**src/inc/motor_step_pkg.sv**
```systemverilog
package motor_step_pkg;
	// ****************************************
	// Register map
	// ****************************************
	localparam logic [3:0] ADDR_PHASE_STATE = 4'h0;
	localparam logic [3:0] ADDR_CHANNEL_PARITY = 4'h4;
	localparam logic [3:0] ADDR_CONTROL = 4'h8;
	localparam logic [3:0] ADDR_POLARITY = 4'hC;
	localparam logic [7:0] PHASE_STATE_RESET = 8'h00;
	localparam logic [7:0] CHANNEL_PARITY_RESET = 8'h00;
	localparam logic [7:0] CONTROL_RESET = 8'h00;
	localparam logic [7:0] POLARITY_RESET = 8'h00;
	// ****************************************
	// Field positions
	// ****************************************
	localparam int INPUT_SELECT_HI = 7;
	localparam int INPUT_SELECT_LO = 6;
	localparam int EDGE_RELATION_BIT = 7;
	localparam int READ_PARITY_BIT = 6;
	localparam int CHANNEL_HI = 5;
	// Control register bits
	localparam int CTRL_DIRECT_ACCESS = 0;
	localparam int CTRL_SENSOR_SELECT = 1;
	localparam int CTRL_VOLT_CURR = 2;
	localparam int CTRL_PRE_DEMAG = 3;
	localparam int CTRL_POST_LO = 4;
	localparam int CTRL_POST_HI = 5;
	localparam int CTRL_OUTPUT_ENABLE = 6;
	// ****************************************
	// Codes
	// ****************************************
	localparam logic [1:0] SEL_PHASE_A = 2'h0;
	localparam logic [1:0] SEL_PHASE_B = 2'h1;
	localparam logic [1:0] SEL_PHASE_C = 2'h2;
	localparam logic [1:0] MODE_EVEN = 2'h0;
	localparam logic [1:0] MODE_ODD = 2'h1;
	localparam logic [1:0] MODE_ALTERNATE = 2'h2;
	localparam logic [1:0] MODE_ALL = 2'h3;
	localparam logic [31:0] READ_UNMAPPED = 32'h00000000;
endpackage

```
**src/core/phase_input_mux.sv**
```systemverilog
`timescale 1ns/1ps
module phase_input_mux (
	input wire logic [1:0] input_select,
	input wire logic phase_input_a,
	input wire logic phase_input_b,
	input wire logic phase_input_c,
	output logic comparator_input,
	output logic comparator_connected
);
	// ****************************************
	// Back-EMF input routing
	// ****************************************
	always_comb begin
		comparator_connected = 1'b1;
		case (input_select)
			motor_step_pkg::SEL_PHASE_A: comparator_input = phase_input_a;
			motor_step_pkg::SEL_PHASE_B: comparator_input = phase_input_b;
			motor_step_pkg::SEL_PHASE_C: comparator_input = phase_input_c;
			default: begin
				// Code 11 leaves the comparator unconnected, read as low
				comparator_input = 1'b0;
				comparator_connected = 1'b0;
			end
		endcase
	end
endmodule

```
**src/core/channel_output_driver.sv**
```systemverilog
`timescale 1ns/1ps
module channel_output_driver (
	input wire logic [5:0] channel_on_bits,
	input wire logic [5:0] channel_polarity,
	input wire logic [5:0] pwm_gate,
	input wire logic output_enable,
	output logic [5:0] output_channels,
	output logic [5:0] output_channels_oe_n
);
	// ****************************************
	// Polarity combination
	// ****************************************
	logic [5:0] conducting;
	// Off channel never sees PWM; an on channel conducts while its gate allows
	assign conducting = channel_on_bits & pwm_gate;
	// Polarity 0 is active low, polarity 1 active high
	assign output_channels = ~(conducting ^ channel_polarity);
	assign output_channels_oe_n = {6{~output_enable}};
endmodule

```
**src/core/motor_step_control.sv**
```systemverilog
`timescale 1ns/1ps
module motor_step_control (
	input wire logic clk,
	input wire logic rst,
	input wire logic [3:0] avs_address,
	input wire logic avs_read,
	input wire logic avs_write,
	input wire logic [31:0] avs_writedata,
	input wire logic [3:0] avs_byteenable,
	output logic [31:0] avs_readdata,
	output logic avs_waitrequest,
	input wire logic commutation_event,
	input wire logic demag_event,
	input wire logic pwm_in,
	input wire logic phase_input_a,
	input wire logic phase_input_b,
	input wire logic phase_input_c,
	output logic comparator_input,
	output logic comparator_connected,
	output logic [5:0] output_channels,
	output logic [5:0] output_channels_oe_n,
	output logic sample_window,
	output logic zero_cross_same_edge,
	output logic after_demag
);
	// ****************************************
	// State
	// ****************************************
	typedef enum logic [1:0] {
		ACCESS_IDLE = 2'b01,
		ACCESS_DONE = 2'b10
	} access_e;

	access_e access_state;
	logic [7:0] phase_state;
	logic [7:0] phase_state_pre;
	logic [7:0] channel_parity;
	logic [7:0] channel_parity_pre;
	logic [7:0] control;
	logic pre_demag_active;
	logic pre_demag_pre;
	logic [7:0] polarity_reg;
	logic alt_phase;
	logic bus_req;
	logic wr_phase;
	logic wr_parity;
	logic wr_control;
	logic wr_polarity;
	logic direct_access;
	logic load_preload;
	logic [7:0] next_phase_pre;
	logic [7:0] next_parity_pre;
	logic [5:0] pwm_gate;
	logic [5:0] odd_mask;
	logic [5:0] even_mask;
	logic [31:0] next_readdata;

	function automatic logic [7:0] merge_byte(input logic [7:0] old_value,
		input logic [31:0] wdata, input logic [3:0] be);
		merge_byte = be[0] ? wdata[7:0] : old_value;
	endfunction

	function automatic logic [5:0] mode_gate(input logic [1:0] mode, input logic [5:0] ev,
		input logic [5:0] od, input logic alt);
		case (mode)
			motor_step_pkg::MODE_EVEN: mode_gate = ev;
			motor_step_pkg::MODE_ODD: mode_gate = od;
			motor_step_pkg::MODE_ALTERNATE: mode_gate = alt ? od : ev;
			default: mode_gate = ev | od;
		endcase
	endfunction

	// ****************************************
	// Avalon-MM slave
	// ****************************************
	// One wait cycle per access: waitrequest is low in the second cycle
	assign bus_req = avs_read | avs_write;
	assign avs_waitrequest = bus_req & (access_state == ACCESS_IDLE);

	always_ff @(posedge clk) begin
		if (rst) begin
			access_state <= ACCESS_IDLE;
		end else begin
			case (access_state)
				ACCESS_IDLE: if (bus_req) access_state <= ACCESS_DONE;
				ACCESS_DONE: access_state <= ACCESS_IDLE;
				default: access_state <= ACCESS_IDLE;
			endcase
		end
	end

	assign wr_phase = avs_write & ~avs_waitrequest
		& (avs_address == motor_step_pkg::ADDR_PHASE_STATE);
	assign wr_parity = avs_write & ~avs_waitrequest
		& (avs_address == motor_step_pkg::ADDR_CHANNEL_PARITY);
	assign wr_control = avs_write & ~avs_waitrequest
		& (avs_address == motor_step_pkg::ADDR_CONTROL);
	assign wr_polarity = avs_write & ~avs_waitrequest
		& (avs_address == motor_step_pkg::ADDR_POLARITY);

	always_comb begin
		case (avs_address)
			// Active phase and parity copies are returned; the control read shows the pending pre-demag bit
			motor_step_pkg::ADDR_PHASE_STATE: next_readdata = {24'h000000, phase_state};
			motor_step_pkg::ADDR_CHANNEL_PARITY: next_readdata = {24'h000000, channel_parity};
			motor_step_pkg::ADDR_CONTROL: next_readdata = {24'h000000, control};
			motor_step_pkg::ADDR_POLARITY: next_readdata = {24'h000000, polarity_reg};
			default: next_readdata = motor_step_pkg::READ_UNMAPPED;
		endcase
	end

	always_ff @(posedge clk) begin
		if (rst) begin
			avs_readdata <= 32'h00000000;
		end else if (avs_read & (access_state == ACCESS_IDLE)) begin
			avs_readdata <= next_readdata;
		end
	end

	// ****************************************
	// Control and polarity (immediate)
	// ****************************************
	always_ff @(posedge clk) begin
		if (rst) begin
			control <= motor_step_pkg::CONTROL_RESET;
		end else if (wr_control) begin
			control <= merge_byte(control, avs_writedata, avs_byteenable);
		end
	end

	always_ff @(posedge clk) begin
		if (rst) begin
			polarity_reg <= motor_step_pkg::POLARITY_RESET;
		end else if (wr_polarity) begin
			polarity_reg <= merge_byte(polarity_reg, avs_writedata, avs_byteenable);
		end
	end

	assign direct_access = control[motor_step_pkg::CTRL_DIRECT_ACCESS];

	// ****************************************
	// Preload and transfer
	// ****************************************
	// Direct access loads everything on the phase write itself, with the new data
	assign load_preload = direct_access ? wr_phase : commutation_event;
	assign next_phase_pre = wr_phase
		? merge_byte(phase_state_pre, avs_writedata, avs_byteenable) : phase_state_pre;
	assign next_parity_pre = wr_parity
		? merge_byte(channel_parity_pre, avs_writedata, avs_byteenable) : channel_parity_pre;

	always_ff @(posedge clk) begin
		if (rst) begin
			phase_state_pre <= motor_step_pkg::PHASE_STATE_RESET;
			phase_state <= motor_step_pkg::PHASE_STATE_RESET;
		end else begin
			phase_state_pre <= next_phase_pre;
			if (load_preload) phase_state <= next_phase_pre;
		end
	end

	always_ff @(posedge clk) begin
		if (rst) begin
			channel_parity_pre <= motor_step_pkg::CHANNEL_PARITY_RESET;
			channel_parity <= motor_step_pkg::CHANNEL_PARITY_RESET;
		end else begin
			channel_parity_pre <= next_parity_pre;
			if (load_preload) channel_parity <= next_parity_pre;
		end
	end

	// Only the pre-demag mode bit of the control register is preloaded
	always_ff @(posedge clk) begin
		if (rst) begin
			pre_demag_pre <= 1'b0;
			pre_demag_active <= 1'b0;
		end else begin
			if (wr_control && avs_byteenable[0]) begin
				pre_demag_pre <= avs_writedata[motor_step_pkg::CTRL_PRE_DEMAG];
			end
			if (load_preload) begin
				pre_demag_active <= (wr_control && avs_byteenable[0])
					? avs_writedata[motor_step_pkg::CTRL_PRE_DEMAG] : pre_demag_pre;
			end
		end
	end

	// ****************************************
	// Step phase tracking
	// ****************************************
	always_ff @(posedge clk) begin
		if (rst) begin
			after_demag <= 1'b0;
		end else if (commutation_event) begin
			after_demag <= 1'b0;
		end else if (demag_event) begin
			after_demag <= 1'b1;
		end
	end

	// Alternation flips at each PWM period start that closes a sample window, so odd and even share the load
	always_ff @(posedge clk) begin
		if (rst) begin
			alt_phase <= 1'b0;
		end else if (commutation_event) begin
			alt_phase <= 1'b0;
		end else if (pwm_in & ~sample_window) begin
			alt_phase <= alt_phase;
		end else begin
			alt_phase <= alt_phase ^ (pwm_in & sample_window);
		end
	end

	// ****************************************
	// PWM pattern
	// ****************************************
	assign odd_mask = channel_parity[motor_step_pkg::CHANNEL_HI:0];
	assign even_mask = ~channel_parity[motor_step_pkg::CHANNEL_HI:0];

	always_comb begin
		logic [5:0] pwm_set;
		pwm_set = 6'h00;
		if (after_demag || control[motor_step_pkg::CTRL_SENSOR_SELECT]) begin
			pwm_set = mode_gate(control[motor_step_pkg::CTRL_POST_HI:motor_step_pkg::CTRL_POST_LO],
				even_mask, odd_mask, alt_phase);
		end else if (control[motor_step_pkg::CTRL_VOLT_CURR]) begin
			pwm_set = pre_demag_active ? odd_mask : even_mask;
		end else begin
			pwm_set = mode_gate(pre_demag_active ? motor_step_pkg::MODE_ALTERNATE
				: motor_step_pkg::MODE_ALL, even_mask, odd_mask, alt_phase);
		end
		// Channels outside the PWM set stay fully on; those inside follow the carrier
		pwm_gate = ~pwm_set | {6{pwm_in}};
	end

	// ****************************************
	// Back-EMF sampling
	// ****************************************
	// Sampling only makes sense in PWM off time on the selected parity group
	always_ff @(posedge clk) begin
		if (rst) begin
			sample_window <= 1'b0;
		end else begin
			sample_window <= ~pwm_in & |(phase_state[motor_step_pkg::CHANNEL_HI:0]
				& (channel_parity[motor_step_pkg::READ_PARITY_BIT] ? odd_mask : even_mask));
		end
	end

	always_ff @(posedge clk) begin
		if (rst) begin
			zero_cross_same_edge <= 1'b0;
		end else begin
			zero_cross_same_edge <= channel_parity[motor_step_pkg::EDGE_RELATION_BIT];
		end
	end

	// ****************************************
	// Instances
	// ****************************************
	phase_input_mux input_mux (
		.input_select(phase_state[motor_step_pkg::INPUT_SELECT_HI:motor_step_pkg::INPUT_SELECT_LO]),
		.phase_input_a(phase_input_a),
		.phase_input_b(phase_input_b),
		.phase_input_c(phase_input_c),
		.comparator_input(comparator_input),
		.comparator_connected(comparator_connected)
	);

	channel_output_driver output_driver (
		.channel_on_bits(phase_state[motor_step_pkg::CHANNEL_HI:0]),
		.channel_polarity(polarity_reg[motor_step_pkg::CHANNEL_HI:0]),
		.pwm_gate(pwm_gate),
		.output_enable(control[motor_step_pkg::CTRL_OUTPUT_ENABLE]),
		.output_channels(output_channels),
		.output_channels_oe_n(output_channels_oe_n)
	);
endmodule

```
**config.mk**
```make
export PLATFORM = sky130hd
export DESIGN_NAME = motor_step_control
export DESIGN_NICKNAME = d
export VERILOG_FILES = /design/src/inc/motor_step_pkg.sv /design/src/core/phase_input_mux.sv /design/src/core/channel_output_driver.sv /design/src/core/motor_step_control.sv
export SDC_FILE = /design/constraint.sdc
export NUM_CORES = 1
export LEC_CHECK = 0
export BUFFER_PORTS_ARGS = -buffer_cell sky130_fd_sc_hd__buf_4
export CORE_MARGIN = 2
export CORE_UTILIZATION = 50
export CTS_CLUSTER_SIZE = 10
export DETAILED_ROUTE_END_ITERATION = 8
export PLACE_DENSITY_LB_ADDON = 0.2
export SYNTH_ARGS = -nofsm -noshare
export SYNTH_HDL_FRONTEND = slang
export SYNTH_SLANG_ARGS = --single-unit
export TNS_END_PERCENT = 10
```
**constraint.sdc**
```tcl
create_clock -name clk -period 4.12 [get_ports clk]
set_input_delay 1.03 -clock clk [delete_from_list [all_inputs] [get_ports clk]]
set_output_delay 1.03 -clock clk [all_outputs]
set_load 0.005 [all_outputs]
```
==> summary.txt, run 1 <==
flop-to-flop setup slack: 2470 ps
worst skew pair latency: 340 ps
startpoint types: flop
num ports: 100
initial antenna violation count: 0
critical path class: flop to primary output
Flop pwr share: 48.9%
final setup fails: 0
Tmin final: 3218 ps
global-route wire length before repair: 13.03 mm
Detailed Place HPWL: 5.581 mm
CP Launch Point: control[4]
row count: 31
First-pass DRT Iterations: 4
Routed WL: 8.112 mm
crit path to: output_channels[4]
number of clock sinks: 64
Slew Limit Fails: 0
synthesized cell area: 3648 um^2
wire per inst: 14.86 um
Hold WC Path Type: flop to flop
DRT iter0 DRCs: 193
most frequent cells in the layout: nor2_1 (71), dfxtp_1 (64), buf_4 (52), mux2i_1 (41), conb_1 (24)
Multi-input gate area: 2059 um^2
hold slack: 452.1 ps
Leak Pwr: 1.857 nW
maximum vdd drop: 0.2544 mV
DRC errors left: 0
Sw Share: 24.77%
post-synth top area share: 35.12%
commonest non-fill, non-tap cell in the layout: nor2_1
H-tree levels: 3
worst slew pin tran: 744.5 ps
Initial Utilization: 50.85%
Synth Flop Type: dfxtp_1
sequential share of the synthesized area: 35.12%
total die area: 7996 um^2
Via density: 5.465
reg2reg path depth: 4
Inst Count DP: 530
Routed Antenna Nets: 0
Final Wtd Congestion: 0.7826
TNS Setup: 0 ps
clk_skew: 7.048 ps
power share of the combinational group: 10.8%
share of cells above drive strength 1: 19.91%
core area: 7176 um^2
warnings from Yosys: 0
Gate Count Post-Synth: 415
gr usage total: 21.27%
PostCTS Resize Cnt: 0
total CTS buffers: 9
# fillers: 662
pwr/cell area: 326.9 nW/um^2
max frequency: 310.7 MHz
max cap viols: 0
area leader, netlist: dfxtp_1
Data required, critical path: 3090 ps
RSZ-0062 raised after global routing: false
Reg area: 1281 um^2
Slew HR: 50.30%
setup ws final: 901.8 ps
Post-synth EDFFs: 0
ranking of synthesized cells by area: dfxtp_1 (35%), mux2i_1 (11%), nor2_1 (7.3%), buf_4 (6.2%), a221oi_1 (4.8%)
gr ovfl total: 0
n_diodes: 0
Cell Int Power: 0.001005 W
r2r endpoint: phase_state[1]
clock root cell: clkbuf_8
Post-synth ARST share: 0%
CP Max Fanout: 20
switching power: 0.0003311 W
clk slew on worst S/H paths: 60 ps
Finished Layout Cells: 546
vias in the first global route: 2608
Final Net Count: 492
number of synthesized register bits: 64
largest net degree at the start of global routing: 58
die height: 89.42 um
Syn Area/Cell: 8.792 um^2
CP endpoint kind: primary output
Setup Slack @ Placement: 943.1 ps
period utilisation layout: 78.11%
status: finished clean
via count: 2984
area delta synth->final: 12.04%
IO buf count: 48
Clock Power Share: 40.3%
Fin. Hold Viols: 0
Bufs on Longest Clock Path: 2
hold buffer count at CTS: 0
Worst EP arrival: 2190 ps
DIE WIDTH: 89.42 um
buffer count from post-CTS setup fixing: 0
FF-to-FF Start: access_state[1]
CTS tree: done
Distinct cells, synth: 40
==> worst min path at each step <==
| stage | cells after the start | endpoint | startpoint | slack [ps] |
|---|---|---|---|---|
| after global placement | 2 | avs_readdata[2] | avs_readdata[2] | 440 |
| after CTS | 2 | avs_readdata[1] | avs_readdata[1] | 460 |
| final | 2 | avs_readdata[2] | avs_readdata[2] | 450 |
| after floorplan | 2 | avs_readdata[0] | avs_readdata[0] | 450 |
| after global routing | 2 | avs_readdata[4] | avs_readdata[4] | 480 |
| after detailed placement | 2 | avs_readdata[1] | avs_readdata[1] | 440 |
==> layer usage <==
layer	vias up	wire length, um	track usage [%]
li1	1466	-	-
met4	0	70	3.256
met1	1425	3891	28.15
met3	10	352	6.741
met2	83	3797	34.81
met5	-	0	0
==> per-stage QoR <==
step | power [W] | instance area [um^2] | utilization [%]
after floorplan | 0.0007739 | 3735 | -
after detailed placement | 0.0008108 | 3889 | 54.19
final | 0.001336 | 4088 | 56.97
after global routing | 0.001395 | 4088 | 56.97
after global placement | 0.0008080 | 3889 | 54.19
after CTS | 0.001344 | 4088 | 56.97
==> synth_stat cells, types with 2 or more instances <==
cell type	count
nor2_1	71
dfxtp_1	64
mux2i_1	41
buf_4	30
clkbuf_1	22
nor2b_1	22
a221oi_1	20
nor3b_1	18
o21ai_0	16
a211oi_2	13
xor2_1	13
nand2_1	11
inv_1	9
nand2b_1	8
a21oi_1	7
nand3_1	7
a311o_1	6
a211oi_1	4
nor3_1	4
buf_2	3
buf_6	3
nand4_2	3
nand4_1	2
or2_2	2
==> worst max-delay path: stages, from the launching register on <==
cell and delay (ps):
dfxtp_1 800, nor2_1 110, a221oi_1 410, a221oi_1 130, nor3b_1 250, buf_4 150
==> cell type report <==
cell class,count,share of cell area (%)
clock inverters,3,0.9795
multi-input cells,306,50.38
clock buffers,13,3.887
inverters,9,0.8264
flip-flops and latches,64,31.34
repair buffers,52,9.550
well taps,99,3.030
==> power by group through the flow <==
stage	registers, W	logic (W)	clock network, W
after global placement	0.000667	0.000141	0
after global routing	0.000656	0.000163	0.000576
after CTS	0.000654	0.000144	0.000547
after floorplan	0.000654	0.000120	0
after detailed placement	0.000668	0.000143	0
final	0.000654	0.000144	0.000538
==> cells by family after synthesis <==
| family | count (synthesis) | share of synthesized area (%) |
|---|---|---|
| AND/OR/NAND/NOR | 155 | 22.70 |
| AO/OA/AOI/OAI | 72 | 16.29 |
| buffers and inverters | 68 | 10.80 |
| flip-flops | 64 | 35.12 |
| multiplexers | 42 | 11.87 |
| XOR/XNOR | 13 | 3.121 |
| other | 1 | 0.1028 |
Power figures use the tool's default switching activity.
==> run 2, diff against run 1 <==
- CORE_UTILIZATION: 50 -> 48
- clock period: 4.12 -> 2.7 ns (I/O delays scaled with it)
==> run 2 against run 1 <==
Wire length is 4.2% higher. Cell area is 1.1% higher. Largest cell class unchanged. Via count is 0.77% higher. Critical path type unchanged. First-iteration DRC count is 18% lower.
==> summary.txt, run 2 (synthesis results as in run 1) <==
H-tree levels: 3 (unchanged)
IO buf count: 48 (unchanged)
wire per inst: 15.34 um (+3.2%)
maximum vdd drop: 0.2886 mV (+13%)
pwr/cell area: 465.2 nW/um^2 (+42%)
Data required, critical path: 2030 ps (-1060 ps)
Design Area, Final: 4131 um^2 (+1.1%)
die height: 91.19 um (+2.0%)
initial antenna violation count: 0 (unchanged)
core area: 7292 um^2 (+1.6%)
status: finished clean
CP cell instances: and2_1 -> a221oi_1 -> a311o_1 -> nor3b_1 -> buf_4
Slew HR: 63.37% (+13 points)
vias in the first global route: 2649 (+1.6%)
Hold Startpoint: avs_readdata[7]
Routed Antenna Nets: 0 (unchanged)
total die area: 8315 um^2 (+4.0%)
Slew Limit Fails: 0 (unchanged)
Hold WC Path Type: flop to flop
Detailed Place HPWL: 5.834 mm (+4.5%)
Setup Slack @ Placement: 231.8 ps (-711.3 ps)
r2r endpoint: channel_parity[4]
Crit-path slowest cell: dfxtp_1
Final Wtd Congestion: 0.7962 (+1.7%)
reg2reg path depth: 4 (unchanged)
critical path class: flop to primary output
clk_skew: 7.680 ps (+0.6322 ps)
PostCTS Resize Cnt: 0 (unchanged)
Tmin final: 2606 ps
hold endpoint: avs_readdata[7]
DRT iter0 DRCs: 159 (-18%)
Fin. Hold Viols: 0 (unchanged)
Routed WL: 8.452 mm (+4.2%)
Via density: 5.457 (-0.14%)
gr ovfl total: 0 (unchanged)
setup ws final: 94.33 ps (-807.5 ps)
startpoint types: flop
share of cells above drive strength 1: 23.23% (+3.3 points)
CP Max Fanout: 6 (-70%)
max cap viols: 0 (unchanged)
most frequent cells in the layout: nor2_1 (71), dfxtp_1 (57), buf_4 (55), mux2i_1 (41), conb_1 (24)
area delta synth->final: 13.24%
flop-to-flop setup slack: 1100 ps (-1370 ps)
total CTS buffers: 9 (unchanged)
global-route wire length before repair: 13.59 mm (+4.3%)
Final Net Count: 497 (+1.0%)
FF-to-FF Start: access_state[1]
Initial Utilization: 50.03% (-0.81 points)
CTS tree: done
hold buffer count at CTS: 0 (unchanged)
DIE WIDTH: 91.19 um (+2.0%)
clock root cell: clkbuf_8
num ports: 100 (unchanged)
gr usage total: 20.49% (-0.78 points)
Hold Crit Depth: 2 (unchanged)
Worst EP arrival: 1930 ps (-260 ps)
period utilisation layout: 96.51%
DRC errors left: 0 (unchanged)
buffer count from post-CTS setup fixing: 0 (unchanged)
crit-path max cell delay: 380 ps (-420 ps)
largest net degree at the start of global routing: 35 (-40%)
n_diodes: 0 (unchanged)
First-pass DRT Iterations: 4 (unchanged)
CP endpoint kind: primary output
final setup fails: 0 (unchanged)
clk slew on worst S/H paths: 70 ps (about the same)
Placed Area: 3939 um^2 (+1.3%)
commonest non-fill, non-tap cell in the layout: nor2_1
worst skew pair latency: 340 ps (about the same)
Leak Pwr: 1.877 nW (+1.1%)
number of clock sinks: 64 (unchanged)
via count: 3007 (+0.77%)
hold slack: 457.0 ps (+4.895 ps)
max frequency: 383.8 MHz
Bufs on Longest Clock Path: 2 (unchanged)
row count: 31 (unchanged)
worst slew pin tran: 549.5 ps (-195.0 ps)
## run 2: changes by cell type in the layout (fill, tap and decap cells not counted), sizes merged
cell	previous run	this run
clkinv	2	5
clkbuf	13	10
bufinv	1	0
buf	52	57
clkinvlp	0	1
## run 2: routing by layer
| layer | track usage [%] | part of all wire (%) | vias up |
|---|---|---|---|
| li1 | - | - | 1481 |
| met1 | 27.87 | 47 | 1430 |
| met2 | 32.28 | 47 | 89 |
| met3 | 5.560 | 5.2 | 7 |
| met4 | 5.177 | 0.45 | 0 |
| met5 | 0 | 0 | - |
## run 2: worst max path at each step
stage                           from                 end  slack, ps  cells past startpoint
after floorplan            alt_phase  output_channels[3]        570                      6
after global placement        pwm_in  output_channels[2]        200                      6
after detailed placement      pwm_in  output_channels[2]        230                      6
after CTS                 control[4]  output_channels[4]         60                      6
after global routing      control[5]  output_channels[1]        -20                      5
final                     control[5]  output_channels[2]         90                      5
## run 2: through the flow
stage | total power [W] | utilization (%) | setup TNS [ps] | std cells
2_1_floorplan | 0.001181 | - | 0 | 438
3_3_place_gp | 0.001239 | 54.02 | 0 | 535
3_5_place_dp | 0.001245 | 54.02 | 0 | 535
4_1_cts | 0.001936 | 56.26 | 0 | 551
5_1_grt | 0.002010 | 56.66 | -71.20 | 551
6_report | 0.001922 | 56.66 | 0 | 551
## run 2: layout make-up
class / count / area (um^2)
fill: 688 / 3161
multi-input combinational: 306 / 2076
sequential: 64 / 1290
timing repair buffer: 57 / 444.2
clock buffer: 10 / 127.6
tap: 99 / 123.9
clock inverter: 6 / 36.28
inverter: 9 / 33.78
## run 2: report_power, final
part	total, W	switching (W)	leakage [nW]	internal (W)
logic	0.000231	0.000131	1.27	0.000101
registers	0.000998	0.0000329	0.522	0.000965
clock network	0.000693	0.000365	0.0858	0.000328
total	0.00192	0.000529	1.88	0.00139
## run 2: worst max-delay path, delay by kind of cell, from the launching register on
family | cells | cell delay (ps)
flops | 1 | 380
simple gates | 2 | 540
compound gates | 2 | 530
buf+inv | 1 | 150
